<file path="config.mk">
export PLATFORM = sky130hd
export DESIGN_NAME = dbg_link
export DESIGN_NICKNAME = d
export VERILOG_FILES = /design/src/dbg_pkg.sv /design/src/dbg_addr_seq.sv /design/src/dbg_link.sv
export VERILOG_INCLUDE_DIRS = /design/src /design/src/src
export SDC_FILE = /design/constraint.sdc
export NUM_CORES = 1
export LEC_CHECK = 0
export BUFFER_PORTS_ARGS = -buffer_cell sky130_fd_sc_hd__buf_2
export CORE_ASPECT_RATIO = 0.6
export CORE_MARGIN = 4
export CORE_UTILIZATION = 40
export DETAILED_ROUTE_END_ITERATION = 7
export GPL_ROUTABILITY_DRIVEN = 0
export PLACE_DENSITY = 0.64
export SYNTH_ARGS = -nofsm -noshare
export SYNTH_HDL_FRONTEND = slang
export SYNTH_SLANG_ARGS = --single-unit
</file>
<file path="constraint.sdc">
create_clock -name CORE_CLK -period 3.9 [get_ports CORE_CLK]
set_input_delay 0.195 -clock CORE_CLK [delete_from_list [all_inputs] [get_ports CORE_CLK]]
set_output_delay 0.195 -clock CORE_CLK [all_outputs]
set_load 0.05 [all_outputs]
</file>
<file path="src/dbg_defines.svh">
// What this block does
// - block-next address is previous address plus previous access size in bytes.
// - misaligned 32-bit access clears address bits 1:0; next continues at next field.
// - realigned 16-bit access increments the original address for the next access.
// - 16-bit access straddling a 4-byte boundary is pulled back inside its field.
// - repeat-read bases on the unadjusted address of the last memory read.
// - repeat-read of other size keeps base, aligns 32/16-bit inside the field.
// - pin selects operating mode during reset, serial link only afterwards.
// - serial timing runs from a target clock chosen by a clock-select bit.
// - each bit lasts 16 target clocks; values go most significant bit first.
// - 512 target clocks between host edges in a command discard the command.
// - pin is driven only low, except brief high speedup pulses.
// - host edge is synchronised with one clock uncertainty; delays timed from detection.
// - received bit is sampled ten target clocks after the detected edge.
// - returned one gets a speedup pulse seven target clocks after bit start.
// - returned zero holds low 13 target clocks, then a speedup pulse.
// - failed read returns 0xEE bytes; illegal access voids fill and repeat-read.
// - unimplemented command during a block sequence ends that sequence.
`ifndef DBG_DEFINES_SVH
`define DBG_DEFINES_SVH
`define DBG_BIT_LAST 4'hF
`define DBG_RX_SAMPLE 4'hA
`define DBG_TX1_SPEEDUP 4'h7
`define DBG_TX0_SPEEDUP 4'hD
`define DBG_TIMEOUT_TICKS 10'h200
`define DBG_ERR_BYTE 8'hEE
`define DBG_BYTES_8 3'h1
`define DBG_BYTES_16 3'h2
`define DBG_BYTES_32 3'h4
`define DBG_LANE_FIRST 2'h0
`define DBG_LANE_HALF2 2'h2
`define DBG_LANE_LAST 2'h3
`endif

</file>
<file path="src/dbg_pkg.sv">
package dbg_pkg;
  typedef enum logic [1:0] {SZ_8, SZ_16, SZ_32} dbg_size_t;
  typedef enum logic [2:0] {
    CMD_READ_MEM, CMD_WRITE_MEM, CMD_DUMP, CMD_FILL, CMD_READ_SAME, CMD_UNIMPL, CMD_OTHER
  } dbg_cmd_t;
  typedef enum logic {ST_IDLE, ST_BIT} dbg_state_t;
endpackage

</file>
<file path="src/dbg_addr_seq.sv">
`timescale 1ns/1ps
`include "dbg_defines.svh"
module dbg_addr_seq import dbg_pkg::*; #(
  parameter int ADDR_W = 24
) (
  // clock and reset
  input wire logic clk,
  input wire logic nrst,
  // command from the decoder
  input wire logic cmd_valid,
  input wire dbg_cmd_t cmd,
  input wire dbg_size_t cmd_size,
  input wire logic [ADDR_W-1:0] cmd_addr,
  // memory access side
  output logic acc_go,
  output logic [ADDR_W-1:0] acc_addr,
  output dbg_size_t acc_size,
  output logic acc_reject,
  input wire logic acc_done,
  input wire logic acc_illegal,
  input wire logic [31:0] acc_rdata,
  output logic [31:0] rd_data,
  output logic rd_valid
);
  logic [ADDR_W-1:0] next_ff, nxt_next, base_ff, nxt_base, addr_ff, nxt_addr;
  logic dump_ok_ff, nxt_dump_ok, same_ok_ff, nxt_same_ok, go_ff, nxt_go, rej_ff, nxt_rej;
  logic rv_ff, nxt_rv;
  logic [31:0] rd_ff, nxt_rd;
  dbg_size_t size_ff, nxt_size;
  logic [ADDR_W-1:0] req;

  generate
    if (ADDR_W < 4) begin : g_chk
      $error("dbg_addr_seq: ADDR_W too small");
    end
  endgenerate

  function automatic logic [ADDR_W-1:0] align_addr(input logic [ADDR_W-1:0] a,
                                                   input dbg_size_t s);
    logic [ADDR_W-1:0] r;
    r = a;
    if (s == SZ_32) begin
      r[1:0] = `DBG_LANE_FIRST;
    end else if (s == SZ_16 && a[1:0] == `DBG_LANE_LAST) begin
      r[1:0] = `DBG_LANE_HALF2;
    end
    return r;
  endfunction

  function automatic logic [ADDR_W-1:0] step_addr(input logic [ADDR_W-1:0] a,
                                                  input dbg_size_t s);
    logic [ADDR_W-1:0] r;
    r = a;
    case (s)
      SZ_32: r = align_addr(a, s) + {{(ADDR_W-3){1'b0}}, `DBG_BYTES_32};
      SZ_16: r = a + {{(ADDR_W-3){1'b0}}, `DBG_BYTES_16};
      default: r = a + {{(ADDR_W-3){1'b0}}, `DBG_BYTES_8};
    endcase
    return r;
  endfunction

  always_comb begin
    req = cmd_addr;
    nxt_next = next_ff;
    nxt_base = base_ff;
    nxt_addr = addr_ff;
    nxt_size = size_ff;
    nxt_dump_ok = dump_ok_ff;
    nxt_same_ok = same_ok_ff;
    nxt_go = 1'b0;
    nxt_rej = 1'b0;
    nxt_rv = 1'b0;
    nxt_rd = rd_ff;
    // illegal voids fill and repeat-read; dump continues
    if (acc_done && acc_illegal) begin
      nxt_same_ok = 1'b0;
    end
    if (acc_done) begin
      nxt_rv = 1'b1;
      nxt_rd = acc_illegal ? {4{`DBG_ERR_BYTE}} : acc_rdata;
    end
    if (cmd_valid) begin
      case (cmd)
        CMD_READ_MEM, CMD_WRITE_MEM: begin
          req = cmd_addr;
          nxt_go = 1'b1;
          nxt_dump_ok = 1'b1;
          nxt_same_ok = 1'b1;
          // base is the unadjusted read address
          if (cmd == CMD_READ_MEM) begin
            nxt_base = cmd_addr;
          end
        end
        CMD_DUMP, CMD_FILL: begin
          req = next_ff;
          nxt_go = (cmd == CMD_DUMP) ? dump_ok_ff : same_ok_ff;
        end
        CMD_READ_SAME: begin
          req = base_ff;
          nxt_go = same_ok_ff;
        end
        CMD_UNIMPL: begin
          nxt_dump_ok = 1'b0;
          nxt_same_ok = 1'b0;
        end
        default: begin
          nxt_go = 1'b0;
        end
      endcase
      if (cmd == CMD_DUMP || cmd == CMD_FILL || cmd == CMD_READ_SAME) begin
        nxt_rej = ~nxt_go;
        if (!nxt_go && cmd != CMD_FILL) begin
          nxt_rv = 1'b1;
          nxt_rd = {4{`DBG_ERR_BYTE}};
        end
      end
      if (nxt_go) begin
        // align so no access leaves its field
        nxt_addr = align_addr(req, cmd_size);
        nxt_size = cmd_size;
        // next address from original address plus size; 32-bit steps from the aligned address
        if (cmd != CMD_READ_SAME) begin
          nxt_next = step_addr(req, cmd_size);
        end
      end
    end
  end

  always_ff @(posedge clk or negedge nrst) begin
    if (!nrst) begin
      next_ff <= '0;
      base_ff <= '0;
      addr_ff <= '0;
      size_ff <= SZ_8;
      dump_ok_ff <= 1'b0;
      same_ok_ff <= 1'b0;
      go_ff <= 1'b0;
      rej_ff <= 1'b0;
      rv_ff <= 1'b0;
      rd_ff <= 32'h00000000;
    end else begin
      next_ff <= nxt_next;
      base_ff <= nxt_base;
      addr_ff <= nxt_addr;
      size_ff <= nxt_size;
      dump_ok_ff <= nxt_dump_ok;
      same_ok_ff <= nxt_same_ok;
      go_ff <= nxt_go;
      rej_ff <= nxt_rej;
      rv_ff <= nxt_rv;
      rd_ff <= nxt_rd;
    end
  end

  assign acc_go = go_ff;
  assign acc_addr = addr_ff;
  assign acc_size = size_ff;
  assign acc_reject = rej_ff;
  assign rd_data = rd_ff;
  assign rd_valid = rv_ff;

  long_align_a: assert property (@(posedge clk) disable iff (!nrst)
    go_ff && size_ff == SZ_32 |-> addr_ff[1:0] == `DBG_LANE_FIRST)
    else $error("32-bit access not aligned");
  word_inside_a: assert property (@(posedge clk) disable iff (!nrst)
    go_ff && size_ff == SZ_16 |-> addr_ff[1:0] != `DBG_LANE_LAST)
    else $error("16-bit access crosses field");
  err_bytes_a: assert property (@(posedge clk) disable iff (!nrst)
    acc_done && acc_illegal |=> rv_ff && rd_ff == {4{`DBG_ERR_BYTE}})
    else $error("failed read did not return error bytes");
  unimpl_end_a: assert property (@(posedge clk) disable iff (!nrst)
    cmd_valid && cmd == CMD_UNIMPL |=> !dump_ok_ff && !same_ok_ff)
    else $error("sequence survived unimplemented command");
  same_base_a: assert property (@(posedge clk) disable iff (!nrst)
    cmd_valid && cmd == CMD_READ_SAME && same_ok_ff && cmd_size == SZ_8
    |=> go_ff && addr_ff == $past(base_ff))
    else $error("repeat-read used wrong base");
endmodule

</file>
<file path="src/dbg_link.sv">
`timescale 1ns/1ps
`include "dbg_defines.svh"
module dbg_link import dbg_pkg::*; #(
  parameter int BYTE_BITS = 8,
  parameter int ALT_DIV = 2,
  parameter int ADDR_W = 24
) (
  // clock and reset
  input wire logic CORE_CLK,
  input wire logic NRST,
  // debug pin
  input wire logic DEBUG_PIN_IN,
  output logic DEBUG_PIN_OUT,
  output logic DEBUG_PIN_OE,
  // mode and clocking
  input wire logic SERIAL_CLOCK_SELECT,
  output logic MODE_SPECIAL,
  // byte stream
  input wire logic CMD_ACTIVE,
  output logic [BYTE_BITS-1:0] RX_BYTE,
  output logic RX_BYTE_VALID,
  input wire logic [BYTE_BITS-1:0] TX_BYTE,
  input wire logic TX_LOAD,
  output logic TX_BUSY,
  output logic TIMEOUT,
  // memory sequencing
  input wire logic SEQ_CMD_VALID,
  input wire dbg_cmd_t SEQ_CMD,
  input wire dbg_size_t SEQ_SIZE,
  input wire logic [ADDR_W-1:0] SEQ_ADDR,
  output logic ACC_GO,
  output logic [ADDR_W-1:0] ACC_ADDR,
  output dbg_size_t ACC_SIZE,
  output logic ACC_REJECT,
  input wire logic ACC_DONE,
  input wire logic ACC_ILLEGAL,
  input wire logic [31:0] ACC_RDATA,
  output logic [31:0] RD_DATA,
  output logic RD_DATA_VALID
);
  localparam int CW = $clog2(BYTE_BITS + 1);

  generate
    if (BYTE_BITS < 2 || ALT_DIV < 1 || ALT_DIV > 256) begin : g_chk
      $error("dbg_link: unsupported parameter value");
    end
  endgenerate

  logic [7:0] div_ff, nxt_div, div_lim;
  logic tick;
  dbg_state_t st_ff, nxt_st;
  logic [3:0] cnt_ff, nxt_cnt;
  logic [9:0] gap_ff, nxt_gap;
  logic pin_prev_ff, nxt_pin_prev, fall;
  logic strap_done_ff, nxt_strap_done, mode_ff, nxt_mode;
  logic bit_tx_ff, nxt_bit_tx, cur_bit_ff, nxt_cur_bit;
  logic [BYTE_BITS-1:0] tx_sh_ff, nxt_tx_sh, rx_sh_ff, nxt_rx_sh, rxb_ff, nxt_rxb;
  logic [CW-1:0] tx_left_ff, nxt_tx_left, rx_cnt_ff, nxt_rx_cnt;
  logic rxv_ff, nxt_rxv, to_ff, nxt_to, busy_ff, nxt_busy;
  logic oe_ff, nxt_oe, out_ff, nxt_out;

  // target clock enable chosen by the select bit
  assign div_lim = SERIAL_CLOCK_SELECT ? 8'h00 : 8'(ALT_DIV - 1);
  assign tick = (div_ff == 8'h00);
  // edge seen at a target clock tick, up to one tick late
  assign fall = strap_done_ff & tick & pin_prev_ff & ~DEBUG_PIN_IN;

  always_comb begin
    nxt_div = (div_ff >= div_lim) ? 8'h00 : div_ff + 8'h01;
    nxt_pin_prev = tick ? DEBUG_PIN_IN : pin_prev_ff;
    // pin read as mode strap only at reset release
    nxt_strap_done = 1'b1;
    nxt_mode = strap_done_ff ? mode_ff : ~DEBUG_PIN_IN;
  end

  always_comb begin
    nxt_st = st_ff;
    nxt_cnt = cnt_ff;
    nxt_gap = gap_ff;
    nxt_bit_tx = bit_tx_ff;
    nxt_cur_bit = cur_bit_ff;
    nxt_tx_sh = tx_sh_ff;
    nxt_tx_left = tx_left_ff;
    nxt_rx_sh = rx_sh_ff;
    nxt_rx_cnt = rx_cnt_ff;
    nxt_rxb = rxb_ff;
    nxt_rxv = 1'b0;
    nxt_to = 1'b0;
    if (TX_LOAD && tx_left_ff == '0) begin
      nxt_tx_sh = TX_BYTE;
      nxt_tx_left = CW'(BYTE_BITS);
    end
    case (st_ff)
      ST_IDLE: begin
        // every bit begins at a host falling edge
        if (fall) begin
          nxt_st = ST_BIT;
          nxt_cnt = 4'h0;
          nxt_bit_tx = (tx_left_ff != '0);
          nxt_cur_bit = tx_sh_ff[BYTE_BITS-1];
          if (tx_left_ff != '0) begin
            nxt_tx_sh = {tx_sh_ff[BYTE_BITS-2:0], 1'b0};
            nxt_tx_left = tx_left_ff - CW'(1);
          end
        end
      end
      ST_BIT: begin
        if (tick) begin
          // sample ten ticks after the detected edge
          if (!bit_tx_ff && cnt_ff == `DBG_RX_SAMPLE) begin
            nxt_rx_sh = {rx_sh_ff[BYTE_BITS-2:0], DEBUG_PIN_IN};
            if (rx_cnt_ff == CW'(BYTE_BITS - 1)) begin
              nxt_rx_cnt = '0;
              nxt_rxv = 1'b1;
              nxt_rxb = {rx_sh_ff[BYTE_BITS-2:0], DEBUG_PIN_IN};
            end else begin
              nxt_rx_cnt = rx_cnt_ff + CW'(1);
            end
          end
          if (cnt_ff == `DBG_BIT_LAST) begin
            nxt_st = ST_IDLE;
          end else begin
            nxt_cnt = cnt_ff + 4'h1;
          end
        end
      end
      default: nxt_st = ST_IDLE;
    endcase
    // gap of 512 ticks discards the command
    if (fall || !CMD_ACTIVE) begin
      nxt_gap = 10'h000;
    end else if (tick) begin
      if (gap_ff == `DBG_TIMEOUT_TICKS - 10'h001) begin
        nxt_gap = 10'h000;
        nxt_to = 1'b1;
        nxt_rx_cnt = '0;
        nxt_tx_left = '0;
      end else begin
        nxt_gap = gap_ff + 10'h001;
      end
    end
    nxt_busy = (nxt_tx_left != '0);
    // only low drive plus single-tick speedup pulses
    nxt_oe = 1'b0;
    nxt_out = 1'b0;
    if (nxt_st == ST_BIT && nxt_bit_tx) begin
      if (nxt_cur_bit) begin
        // speedup for a one at tick seven
        nxt_oe = (nxt_cnt == `DBG_TX1_SPEEDUP);
        nxt_out = nxt_oe;
      end else begin
        // zero held low until tick thirteen, then speedup
        nxt_oe = (nxt_cnt <= `DBG_TX0_SPEEDUP);
        nxt_out = (nxt_cnt == `DBG_TX0_SPEEDUP);
      end
    end
  end

  always_ff @(posedge CORE_CLK or negedge NRST) begin
    if (!NRST) begin
      div_ff <= 8'h00;
      pin_prev_ff <= 1'b1;
      strap_done_ff <= 1'b0;
      mode_ff <= 1'b0;
    end else begin
      div_ff <= nxt_div;
      pin_prev_ff <= nxt_pin_prev;
      strap_done_ff <= nxt_strap_done;
      mode_ff <= nxt_mode;
    end
  end

  always_ff @(posedge CORE_CLK or negedge NRST) begin
    if (!NRST) begin
      st_ff <= ST_IDLE;
      cnt_ff <= 4'h0;
      gap_ff <= 10'h000;
      bit_tx_ff <= 1'b0;
      cur_bit_ff <= 1'b0;
      tx_sh_ff <= '0;
      tx_left_ff <= '0;
      rx_sh_ff <= '0;
      rx_cnt_ff <= '0;
      rxb_ff <= '0;
      rxv_ff <= 1'b0;
      to_ff <= 1'b0;
      busy_ff <= 1'b0;
      oe_ff <= 1'b0;
      out_ff <= 1'b0;
    end else begin
      st_ff <= nxt_st;
      cnt_ff <= nxt_cnt;
      gap_ff <= nxt_gap;
      bit_tx_ff <= nxt_bit_tx;
      cur_bit_ff <= nxt_cur_bit;
      tx_sh_ff <= nxt_tx_sh;
      tx_left_ff <= nxt_tx_left;
      rx_sh_ff <= nxt_rx_sh;
      rx_cnt_ff <= nxt_rx_cnt;
      rxb_ff <= nxt_rxb;
      rxv_ff <= nxt_rxv;
      to_ff <= nxt_to;
      busy_ff <= nxt_busy;
      oe_ff <= nxt_oe;
      out_ff <= nxt_out;
    end
  end

  assign DEBUG_PIN_OUT = out_ff;
  assign DEBUG_PIN_OE = oe_ff;
  assign MODE_SPECIAL = mode_ff;
  assign RX_BYTE = rxb_ff;
  assign RX_BYTE_VALID = rxv_ff;
  assign TX_BUSY = busy_ff;
  assign TIMEOUT = to_ff;

  dbg_addr_seq #(.ADDR_W(ADDR_W)) u_seq (
    .clk(CORE_CLK),
    .nrst(NRST),
    .cmd_valid(SEQ_CMD_VALID),
    .cmd(SEQ_CMD),
    .cmd_size(SEQ_SIZE),
    .cmd_addr(SEQ_ADDR),
    .acc_go(ACC_GO),
    .acc_addr(ACC_ADDR),
    .acc_size(ACC_SIZE),
    .acc_reject(ACC_REJECT),
    .acc_done(ACC_DONE),
    .acc_illegal(ACC_ILLEGAL),
    .acc_rdata(ACC_RDATA),
    .rd_data(RD_DATA),
    .rd_valid(RD_DATA_VALID)
  );

  edge_start_a: assert property (@(posedge CORE_CLK) disable iff (!NRST)
    st_ff == ST_IDLE && fall |=> st_ff == ST_BIT && cnt_ff == 4'h0)
    else $error("falling edge did not start a bit");
  bit_end_a: assert property (@(posedge CORE_CLK) disable iff (!NRST)
    st_ff == ST_BIT && tick && cnt_ff == `DBG_BIT_LAST |=> st_ff == ST_IDLE)
    else $error("bit period not sixteen ticks");
  zero_low_a: assert property (@(posedge CORE_CLK) disable iff (!NRST)
    st_ff == ST_BIT && bit_tx_ff && !cur_bit_ff && cnt_ff < `DBG_TX0_SPEEDUP
    |-> DEBUG_PIN_OE && !DEBUG_PIN_OUT)
    else $error("zero bit not held low");
  one_speedup_a: assert property (@(posedge CORE_CLK) disable iff (!NRST)
    st_ff == ST_BIT && bit_tx_ff && cur_bit_ff
    |-> DEBUG_PIN_OE == (cnt_ff == `DBG_TX1_SPEEDUP))
    else $error("one bit speedup misplaced");
  high_only_a: assert property (@(posedge CORE_CLK) disable iff (!NRST)
    DEBUG_PIN_OE && DEBUG_PIN_OUT |-> st_ff == ST_BIT && bit_tx_ff
    && (cnt_ff == `DBG_TX1_SPEEDUP || cnt_ff == `DBG_TX0_SPEEDUP))
    else $error("pin driven high outside speedup");
  gap_timeout_a: assert property (@(posedge CORE_CLK) disable iff (!NRST)
    CMD_ACTIVE && tick && !fall && gap_ff == `DBG_TIMEOUT_TICKS - 10'h001
    |=> TIMEOUT && !TX_BUSY)
    else $error("timeout not raised after 512 ticks");
  rx_byte_a: assert property (@(posedge CORE_CLK) disable iff (!NRST)
    RX_BYTE_VALID |-> $past(st_ff) == ST_BIT && $past(cnt_ff) == `DBG_RX_SAMPLE
    && $past(tick))
    else $error("byte completed away from sample point");
  strap_hold_a: assert property (@(posedge CORE_CLK) disable iff (!NRST)
    strap_done_ff ##1 strap_done_ff |-> $stable(MODE_SPECIAL))
    else $error("mode changed after reset");
endmodule

</file>
==> results of run 1 <==
path summary, 6_finish.rpt:
kind                             start          endpoint  slack (ns)
max                          div_ff[4]        RX_BYTE[1]        0.88
min                        SEQ_ADDR[7]  u_seq.base_ff[7]        0.03
max reg2reg                  div_ff[4]        RX_BYTE[1]        0.88
min reg2reg                  div_ff[0]         div_ff[0]        0.47
max in group asynchronous         NRST       pin_prev_ff        2.46
min in group asynchronous         NRST       tx_sh_ff[6]        0.43
Yosys cell counts (9+ instances only):
cell,number
nand2_1,107
inv_1,18
ha_1,14
o21ai_0,47
a22o_1,14
nor4_1,9
a31oi_1,19
mux2_2,56
nand4_1,12
dfrtp_1,174
and3_1,17
a21oi_1,41
nor3_1,18
nand3_1,23
nor2_1,58
xnor2_1,16
o22a_1,24
mux2i_1,39
clkbuf_1,36
xor2_1,10
registers in the layout, indices dropped and copies added, names as in the netlist, 2 cells and up:
| signal | cells |
|---|---|
| u_seq.acc_size | 2 |
| rx_cnt_ff | 4 |
| gap_ff | 10 |
| cnt_ff | 4 |
| u_seq.base_ff | 24 |
| tx_left_ff | 4 |
| rx_sh_ff | 7 |
| tx_sh_ff | 8 |
| u_seq.rd_data | 32 |
| u_seq.acc_addr | 24 |
| u_seq.next_ff | 24 |
| RX_BYTE | 8 |
| div_ff | 8 |
cells by family after synthesis:
kind of cell	after synthesis
AO/OA/AOI/OAI	224
XOR/XNOR	26
adder cells (fa/ha/maj)	14
buffers and inverters	74
flip-flops	175
multiplexers	102
other	2
AND/OR/NAND/NOR	299
routing by layer:
layer,up-vias,wire length [um],track usage
li1,3796,-,-
met1,3893,13700,0.333
met2,385,10500,0.277
met3,35,2970,0.0861
met4,4,371,0.0543
met5,-,21,0
power by group:
part           internal [mW]  switching [mW]
Clock                   1.18           0.729
Sequential              2.12           0.193
Combinational          0.553            1.06
Total                   3.85            1.99
per-stage QoR:
step	power, mW	area (sq um)
5_1_grt	6.14	11700
3_3_place_gp	3.88	10600
3_5_place_dp	3.90	10600
4_1_cts	5.88	11700
2_1_floorplan	3.38	9280
6_report	5.84	11700
area by class of cell:
type / instances / area, sq um
clock buffers: 23 / 508
clock inverters: 8 / 151
fillers: 2021 / 10700
inverters: 22 / 82.6
multi-input cells: 671 / 4600
flip-flops and latches: 175 / 4380
well taps: 308 / 385
repair buffers: 244 / 1590
worst max-delay path, cell delays in order (launching register included):
cell,delay (ns)
dfrtp_1,0.36
nor4_1,0.41
and3_1,0.46
nand3_1,0.17
nor4b_2,0.29
nand2_1,0.12
nor3b_1,0.48
buf_4,0.27
mux2_2,0.35
==> qor.log, run 1 <==
[status] run status complete, no violations
[floorplan] overall die area 25700 sq um
[min_path] kind of path behind the tightest hold check input port to flip-flop
[floorplan] Die Ht 126 um
[detailed_routing] drc violations 0
[cts] # H-tree levels 4
[finish] non-filler instance count after layout 1451
[finish] share of post-route cells with drive strength above 1 0.272
[detailed_routing] Iter 0 DRT Violations 733
[global_routing] vias in the first global route 7960
[detailed_routing] Vias/cell 5.59
[floorplan] I/O pin total 153
[placement] Post-DP HPWL 19900 um
[global_routing] global-route usage over all layers 0.216
[timing] relative max-transition margin 0.328
[timing] measured slew at the worst slew-check pin 1.01 ns
[worst_setup_path] Critical Path Start Type flip-flop
[cts] buffer count from post-CTS setup fixing 0
[timing] Setup Viol. Count Final 0
[synthesis] average cell area after synthesis 10.1 sq um
[floorplan] DIE WIDTH 205 um
[cts] total clock sinks 175
[timing] shortest clock period the worst path allows after layout 3.02 ns
[timing] setup repair after global routing missed its margin false
[flow_run] number of max-cap violations 0
[timing] setup slack of the critical path after layout 0.875 ns
[worst_setup_path] kind of end point of the critical path flip-flop
[detailed_routing] via count of the routed design 8113
[detailed_routing] drt total wl 27600 um
[synthesis] fraction of synthesis flops using an asynchronous set or reset pin 1.00
[synthesis] synthesized-area fraction occupied by and/or/nand/nor cells 0.162
[cts] number of buffers inserted by hold repair at cts 48
[cts] latest clock arrival within the worst-skew pair 0.44 ns
[cts] buffer cell driving the clock tree root clkbuf_16
[pwr] power per cell area 499 nW/um^2
[worst_setup_path] number of cells on the worst reg-to-reg path 8
[synthesis] Synth Area in Adders 0.0189
[timing] Final Slew Violations 0
[global_routing] global-route wire length before repair 44300 um
[detailed_routing] Initial DRT Pass Iterations 5
[cts] number of buffers on the longest clock path 2
[finish] area grow syn2layout 26.2%
[cts] TritonCTS clock tree yes
[cts] CTS buffer count 17
[pwr] maximum resistive drop on vdd 0.335 mV
[worst_setup_path] WP data required 4.22 ns
[synthesis] count of different cell masters after synthesis 79
[synthesis] register area share after synthesis 0.473
[timing] post-route setup TNS 0 ns
[placement] post-place setup slack 0.541 ns
[worst_setup_path] largest fanout of any net on the critical path 8
[placement] Port Buffers 152
[synthesis] post-synthesis share of cell area spent on xor and xnor gates 0.0246
[cts] quantity of gates resized following cts 0
[finish] leading cell type in the layout, fill and taps excluded dfrtp_1
[worst_setup_path] signal arrival time at the worst endpoint 3.34 ns
[pwr] leakage dissipation 5.30 nW
[finish] number of antenna cells inserted 0
[synthesis] synthesized-area fraction occupied by ao, oa, aoi and oai cells 0.165
[timing] Post-Route Hold Slack 0.0309 ns
[finish] net count reported at finish 1223
[floorplan] effective utilization at floorplan 0.414
[synthesis] cell type contributing the most total cell area after synthesis dfrtp_1
[synthesis] biggest area contributors in the synthesized netlist dfrtp_1 (47%), mux2_2 (6.8%), nand2_1 (4.3%)
[floorplan] number of rows in the core area 42
[global_routing] Overflow after GRT 0
[synthesis] multiplexer area fraction after synthesis 0.120
[placement] cell total after placement 1372
[synthesis] total of flip-flops plus latches after synthesis 175
[worst_setup_path] critical path class flip-flop to flip-flop
[synthesis] synthesized instance count 916
[finish] most used cells in the layout excluding fill and tap cells dfrtp_1 (174), buf_2 (151), nand2_1 (107)
[synthesis] fraction of synthesized cell area taken by the top area cell type 0.470
[timing] final hold violations 0
[synthesis] largest family of logic cells by synthesized area compound AO/OA/AOI/OAI gates
[synthesis] count of flip-flops with a built-in enable after synthesis 0
[timing] Post-Route Skew 0.0123 ns
[synthesis] dominant register cell in the synthesized netlist dfrtp_1
[finish] Finished Core Util 0.522
[detailed_routing] post-detailed-route wirelength per cell 19.0 um
[min_path] Hold Path Cell Cnt 2
[detailed_routing] post-route antenna net violation count 0
[cts] clock transition at the register clock pins on the worst setup and hold paths after CTS 0.07 ns
[synthesis] cell area after technology mapping 9270 sq um
[timing] max frequency 331 MHz
[global_routing] pin count of the biggest net entering global routing 99
[synthesis] YS warnings 0
[global_routing] initial antenna violation count 2
[timing] Tcrit/Tclk final 0.776
[floorplan] core outline area 22400 sq um
No activity file was read; power rests on OpenSTA's default activity.
==> inputs of run 2 (changes only) <==
--- a/config.mk
+++ b/config.mk
@@ -6,13 +6,14 @@
 export SDC_FILE = /design/constraint.sdc
 export NUM_CORES = 1
 export LEC_CHECK = 0
+export ABC_AREA = 1
 export BUFFER_PORTS_ARGS = -buffer_cell sky130_fd_sc_hd__buf_2
 export CORE_ASPECT_RATIO = 0.6
 export CORE_MARGIN = 4
 export CORE_UTILIZATION = 40
 export DETAILED_ROUTE_END_ITERATION = 7
 export GPL_ROUTABILITY_DRIVEN = 0
-export PLACE_DENSITY = 0.64
+export PLACE_DENSITY = 0.66
 export SYNTH_ARGS = -nofsm -noshare
 export SYNTH_HDL_FRONTEND = slang
 export SYNTH_SLANG_ARGS = --single-unit
==> constraint.sdc (replaced) <==
create_clock -name CORE_CLK -period 2.7 [get_ports CORE_CLK]
set_input_delay 0.135 -clock CORE_CLK [delete_from_list [all_inputs] [get_ports CORE_CLK]]
set_output_delay 0.135 -clock CORE_CLK [all_outputs]
set_load 0.05 [all_outputs]
==> qor.log, run 2 <==
[global_routing] global-route usage over all layers 0.222
[cts] total clock sinks 175
[global_routing] met1 track utilization from global routing 0.350
[cts] TritonCTS clock tree yes
[timing] final hold violations 0
[cts] number of buffers on the longest clock path 2
[synthesis] fraction of synthesis flops using an asynchronous set or reset pin 1.00
[global_routing] met3 Use GR 0.0495
[global_routing] Overflow after GRT 0
[detailed_routing] drc violations 0
[finish] area grow syn2layout 25.5%
[global_routing] met2 Use GR 0.307
[placement] cell area reported after detailed placement 11000 sq um
[synthesis] YS warnings 0
[worst_setup_path] setup slack of the most critical reg-to-reg path 0.39 ns
[pwr] maximum resistive drop on vdd 0.461 mV
[timing] relative max-transition margin 0.517
[global_routing] initial antenna violation count 2
[floorplan] DIE WIDTH 209 um
[timing] setup repair after global routing missed its margin false
[finish] leading cell type in the layout, fill and taps excluded nand2_1
[synthesis] top-count cell post-synth nand2_1
[worst_setup_path] cell repeated most along the worst path nand2_1
[synthesis] dominant register cell in the synthesized netlist dfrtp_1
[synthesis] average cell area after synthesis 7.90 sq um
[synthesis] most frequent cells after synthesis nand2_1 (266), dfrtp_1 (174), inv_1 (116), nor2_1 (116), nand3_1 (114)
[floorplan] core outline area 23500 sq um
[floorplan] Die Ht 129 um
[status] run status complete, no violations
[finish] total non-filler cell area in the finished layout 12200 sq um
[finish] Finished Core Util 0.518
[timing] Post-Route Skew 0.0106 ns
[detailed_routing] Iter 0 DRT Violations 1115
[detailed_routing] post-detailed-route wirelength per cell 16.6 um
[worst_setup_path] Critical path origin div_ff[0]
[worst_setup_path] WP data required 3.07 ns
[pwr] power per cell area 668 nW/um^2
[cts] quantity of gates resized following cts 0
[finish] Filler Cells Inserted 2214
[finish] net count reported at finish 1552
[worst_setup_path] series of cell instances along the critical path inv_1 > ha_1 > nand4_1 > inv_1 > nand2_1 > inv_2 > nand2_1 > nor2_1 > inv_2 > o21ai_0 > nand2_1 > inv_1 > nand2_1 > nor2_1
[synthesis] count of different cell masters after synthesis 45
[worst_setup_path] Critical Path Start Type flip-flop
[detailed_routing] post-route antenna net violation count 0
[worst_setup_path] Worst path slowest cell dfrtp_1
[placement] Port Buffers 152
[detailed_routing] via count of the routed design 9412
[synthesis] count of flip-flops with a built-in enable after synthesis 0
[finish] share of post-route cells with drive strength above 1 0.226
[detailed_routing] Initial DRT Pass Iterations 6
[cts] CTS buffer count 17
[synthesis] biggest area contributors in the synthesized netlist dfrtp_1 (45%), nand2_1 (10%), nand3_1 (5.9%)
[worst_setup_path] reg-to-reg critical path startpoint div_ff[0]
[global_routing] vias in the first global route 8855
[timing] measured slew at the worst slew-check pin 0.719 ns
[synthesis] synthesized instance count 1229
[timing] Setup Viol. Count Final 0
[synthesis] register area share after synthesis 0.451
[worst_setup_path] largest fanout of any net on the critical path 18
[global_routing] busiest metal layer after global routing met1
[worst_setup_path] critical path class flip-flop to flip-flop
[finish] most used cells in the layout excluding fill and tap cells nand2_1 (266), dfrtp_1 (174), buf_2 (151)
[timing] shortest clock period the worst path allows after layout 2.31 ns
[timing] max frequency 433 MHz
[synthesis] fraction of synthesized cell area taken by the top area cell type 0.448
[pwr] power consumption 8.14 mW
[floorplan] I/O pin total 153
[detailed_routing] Vias/cell 5.26
[worst_setup_path] kind of end point of the critical path flip-flop
[synthesis] cell type contributing the most total cell area after synthesis dfrtp_1
[cts] number of buffers inserted by hold repair at cts 64
[synthesis] total of flip-flops plus latches after synthesis 175
[detailed_routing] drt total wl 29600 um
[pwr] leakage dissipation 5.88 nW
[cts] latest clock arrival within the worst-skew pair 0.45 ns
[timing] Tcrit/Tclk final 0.854
[flow_run] number of max-cap violations 0
[finish] flip-flop count of the largest register after layout 32
[worst_setup_path] Crit path largest cell delay 0.40 ns
[cts] buffer cell driving the clock tree root clkbuf_16
[synthesis] cell area after technology mapping 9710 sq um
[timing] Final Slew Violations 0
[global_routing] pin count of the biggest net entering global routing 62
[placement] Post-DP HPWL 21400 um
[floorplan] number of rows in the core area 43
[timing] post-route setup TNS 0 ns
[min_path] hold_sp TX_BYTE[0]
[worst_setup_path] signal arrival time at the worst endpoint 2.68 ns
[cts] # H-tree levels 4
[timing] Post-Route Hold Slack 0.0286 ns
[global_routing] global-route wire length before repair 48100 um
[min_path] kind of path behind the tightest hold check input port to flip-flop
[floorplan] effective utilization at floorplan 0.413
[cts] buffer count from post-CTS setup fixing 0
[cts] clock transition at the register clock pins on the worst setup and hold paths after CTS 0.07 ns
[floorplan] overall die area 26900 sq um
[run 2: layout make-up]
type | count | area [sq um] | area share
Tap cell | 315 | 394 | 0.0323
Clock inverter | 13 | 115 | 0.00944
Multi-Input combinational cell | 881 | 4630 | 0.380
Sequential cell | 175 | 4380 | 0.359
Inverter | 134 | 505 | 0.0415
Timing Repair Buffer | 251 | 1710 | 0.140
Clock buffer | 19 | 453 | 0.0372
Antenna cell | 2 | 5.00 | 0.000411
[run 2: power breakdown]
part	internal [mW]	total (mW)	switching (mW)
clock network	1.32	2.43	1.11
registers	3.07	3.35	0.282
logic	0.728	2.36	1.64
total	5.12	8.14	3.03
[run 2: worst paths after layout]
| check | cells past startpoint | to |
|---|---|---|
| max | 14 | DEBUG_PIN_OE |
| min | 5 | tx_sh_ff[0] |
| max reg2reg | 14 | DEBUG_PIN_OE |
| min reg2reg | 1 | div_ff[0] |
| max in group asynchronous | 3 | u_seq.next_ff[21] |
| min in group asynchronous | 2 | RX_BYTE_VALID |
[run 2: cell families (layout without fill, tap and decap cells)]
logic type | after synthesis | in the layout | synth area share
adders and majority gates | 14 | 14 | 0.0180
buffers and inverters | 177 | 417 | 0.0754
other | 2 | 8 | 0.000773
AOI/OAI and AO/OA | 211 | 211 | 0.118
muxes | 20 | 20 | 0.0232
xor gates and xnor gates | 5 | 5 | 0.00451
DFF | 175 | 175 | 0.451
and+or+nand+nor | 625 | 625 | 0.309
[run 2: through the flow]
step | worst slack (ns) | instances
6_report | 0.393 | 1790
5_1_grt | 0.144 | 1790
4_1_cts | 0.379 | 1788
3_5_place_dp | 0.219 | 1692
3_3_place_gp | 0.248 | 1692
2_1_floorplan | 0.622 | 1233
[run 2: worst max-delay path, delay by kind of cell (launching register included)]
family | cells | cell delay (ns)
buffers and inverters | 5 | 0.58
and+or+nand+nor | 7 | 0.96
DFF | 1 | 0.40
adders and majority gates | 1 | 0.16
AOI/OAI and AO/OA | 1 | 0.15
[run 2: per-layer routing]
layer	part of all wire	up-vias
met4	0.015	0
li1	-	4516
met1	0.49	4442
met3	0.086	42
met5	0	-
met2	0.41	412
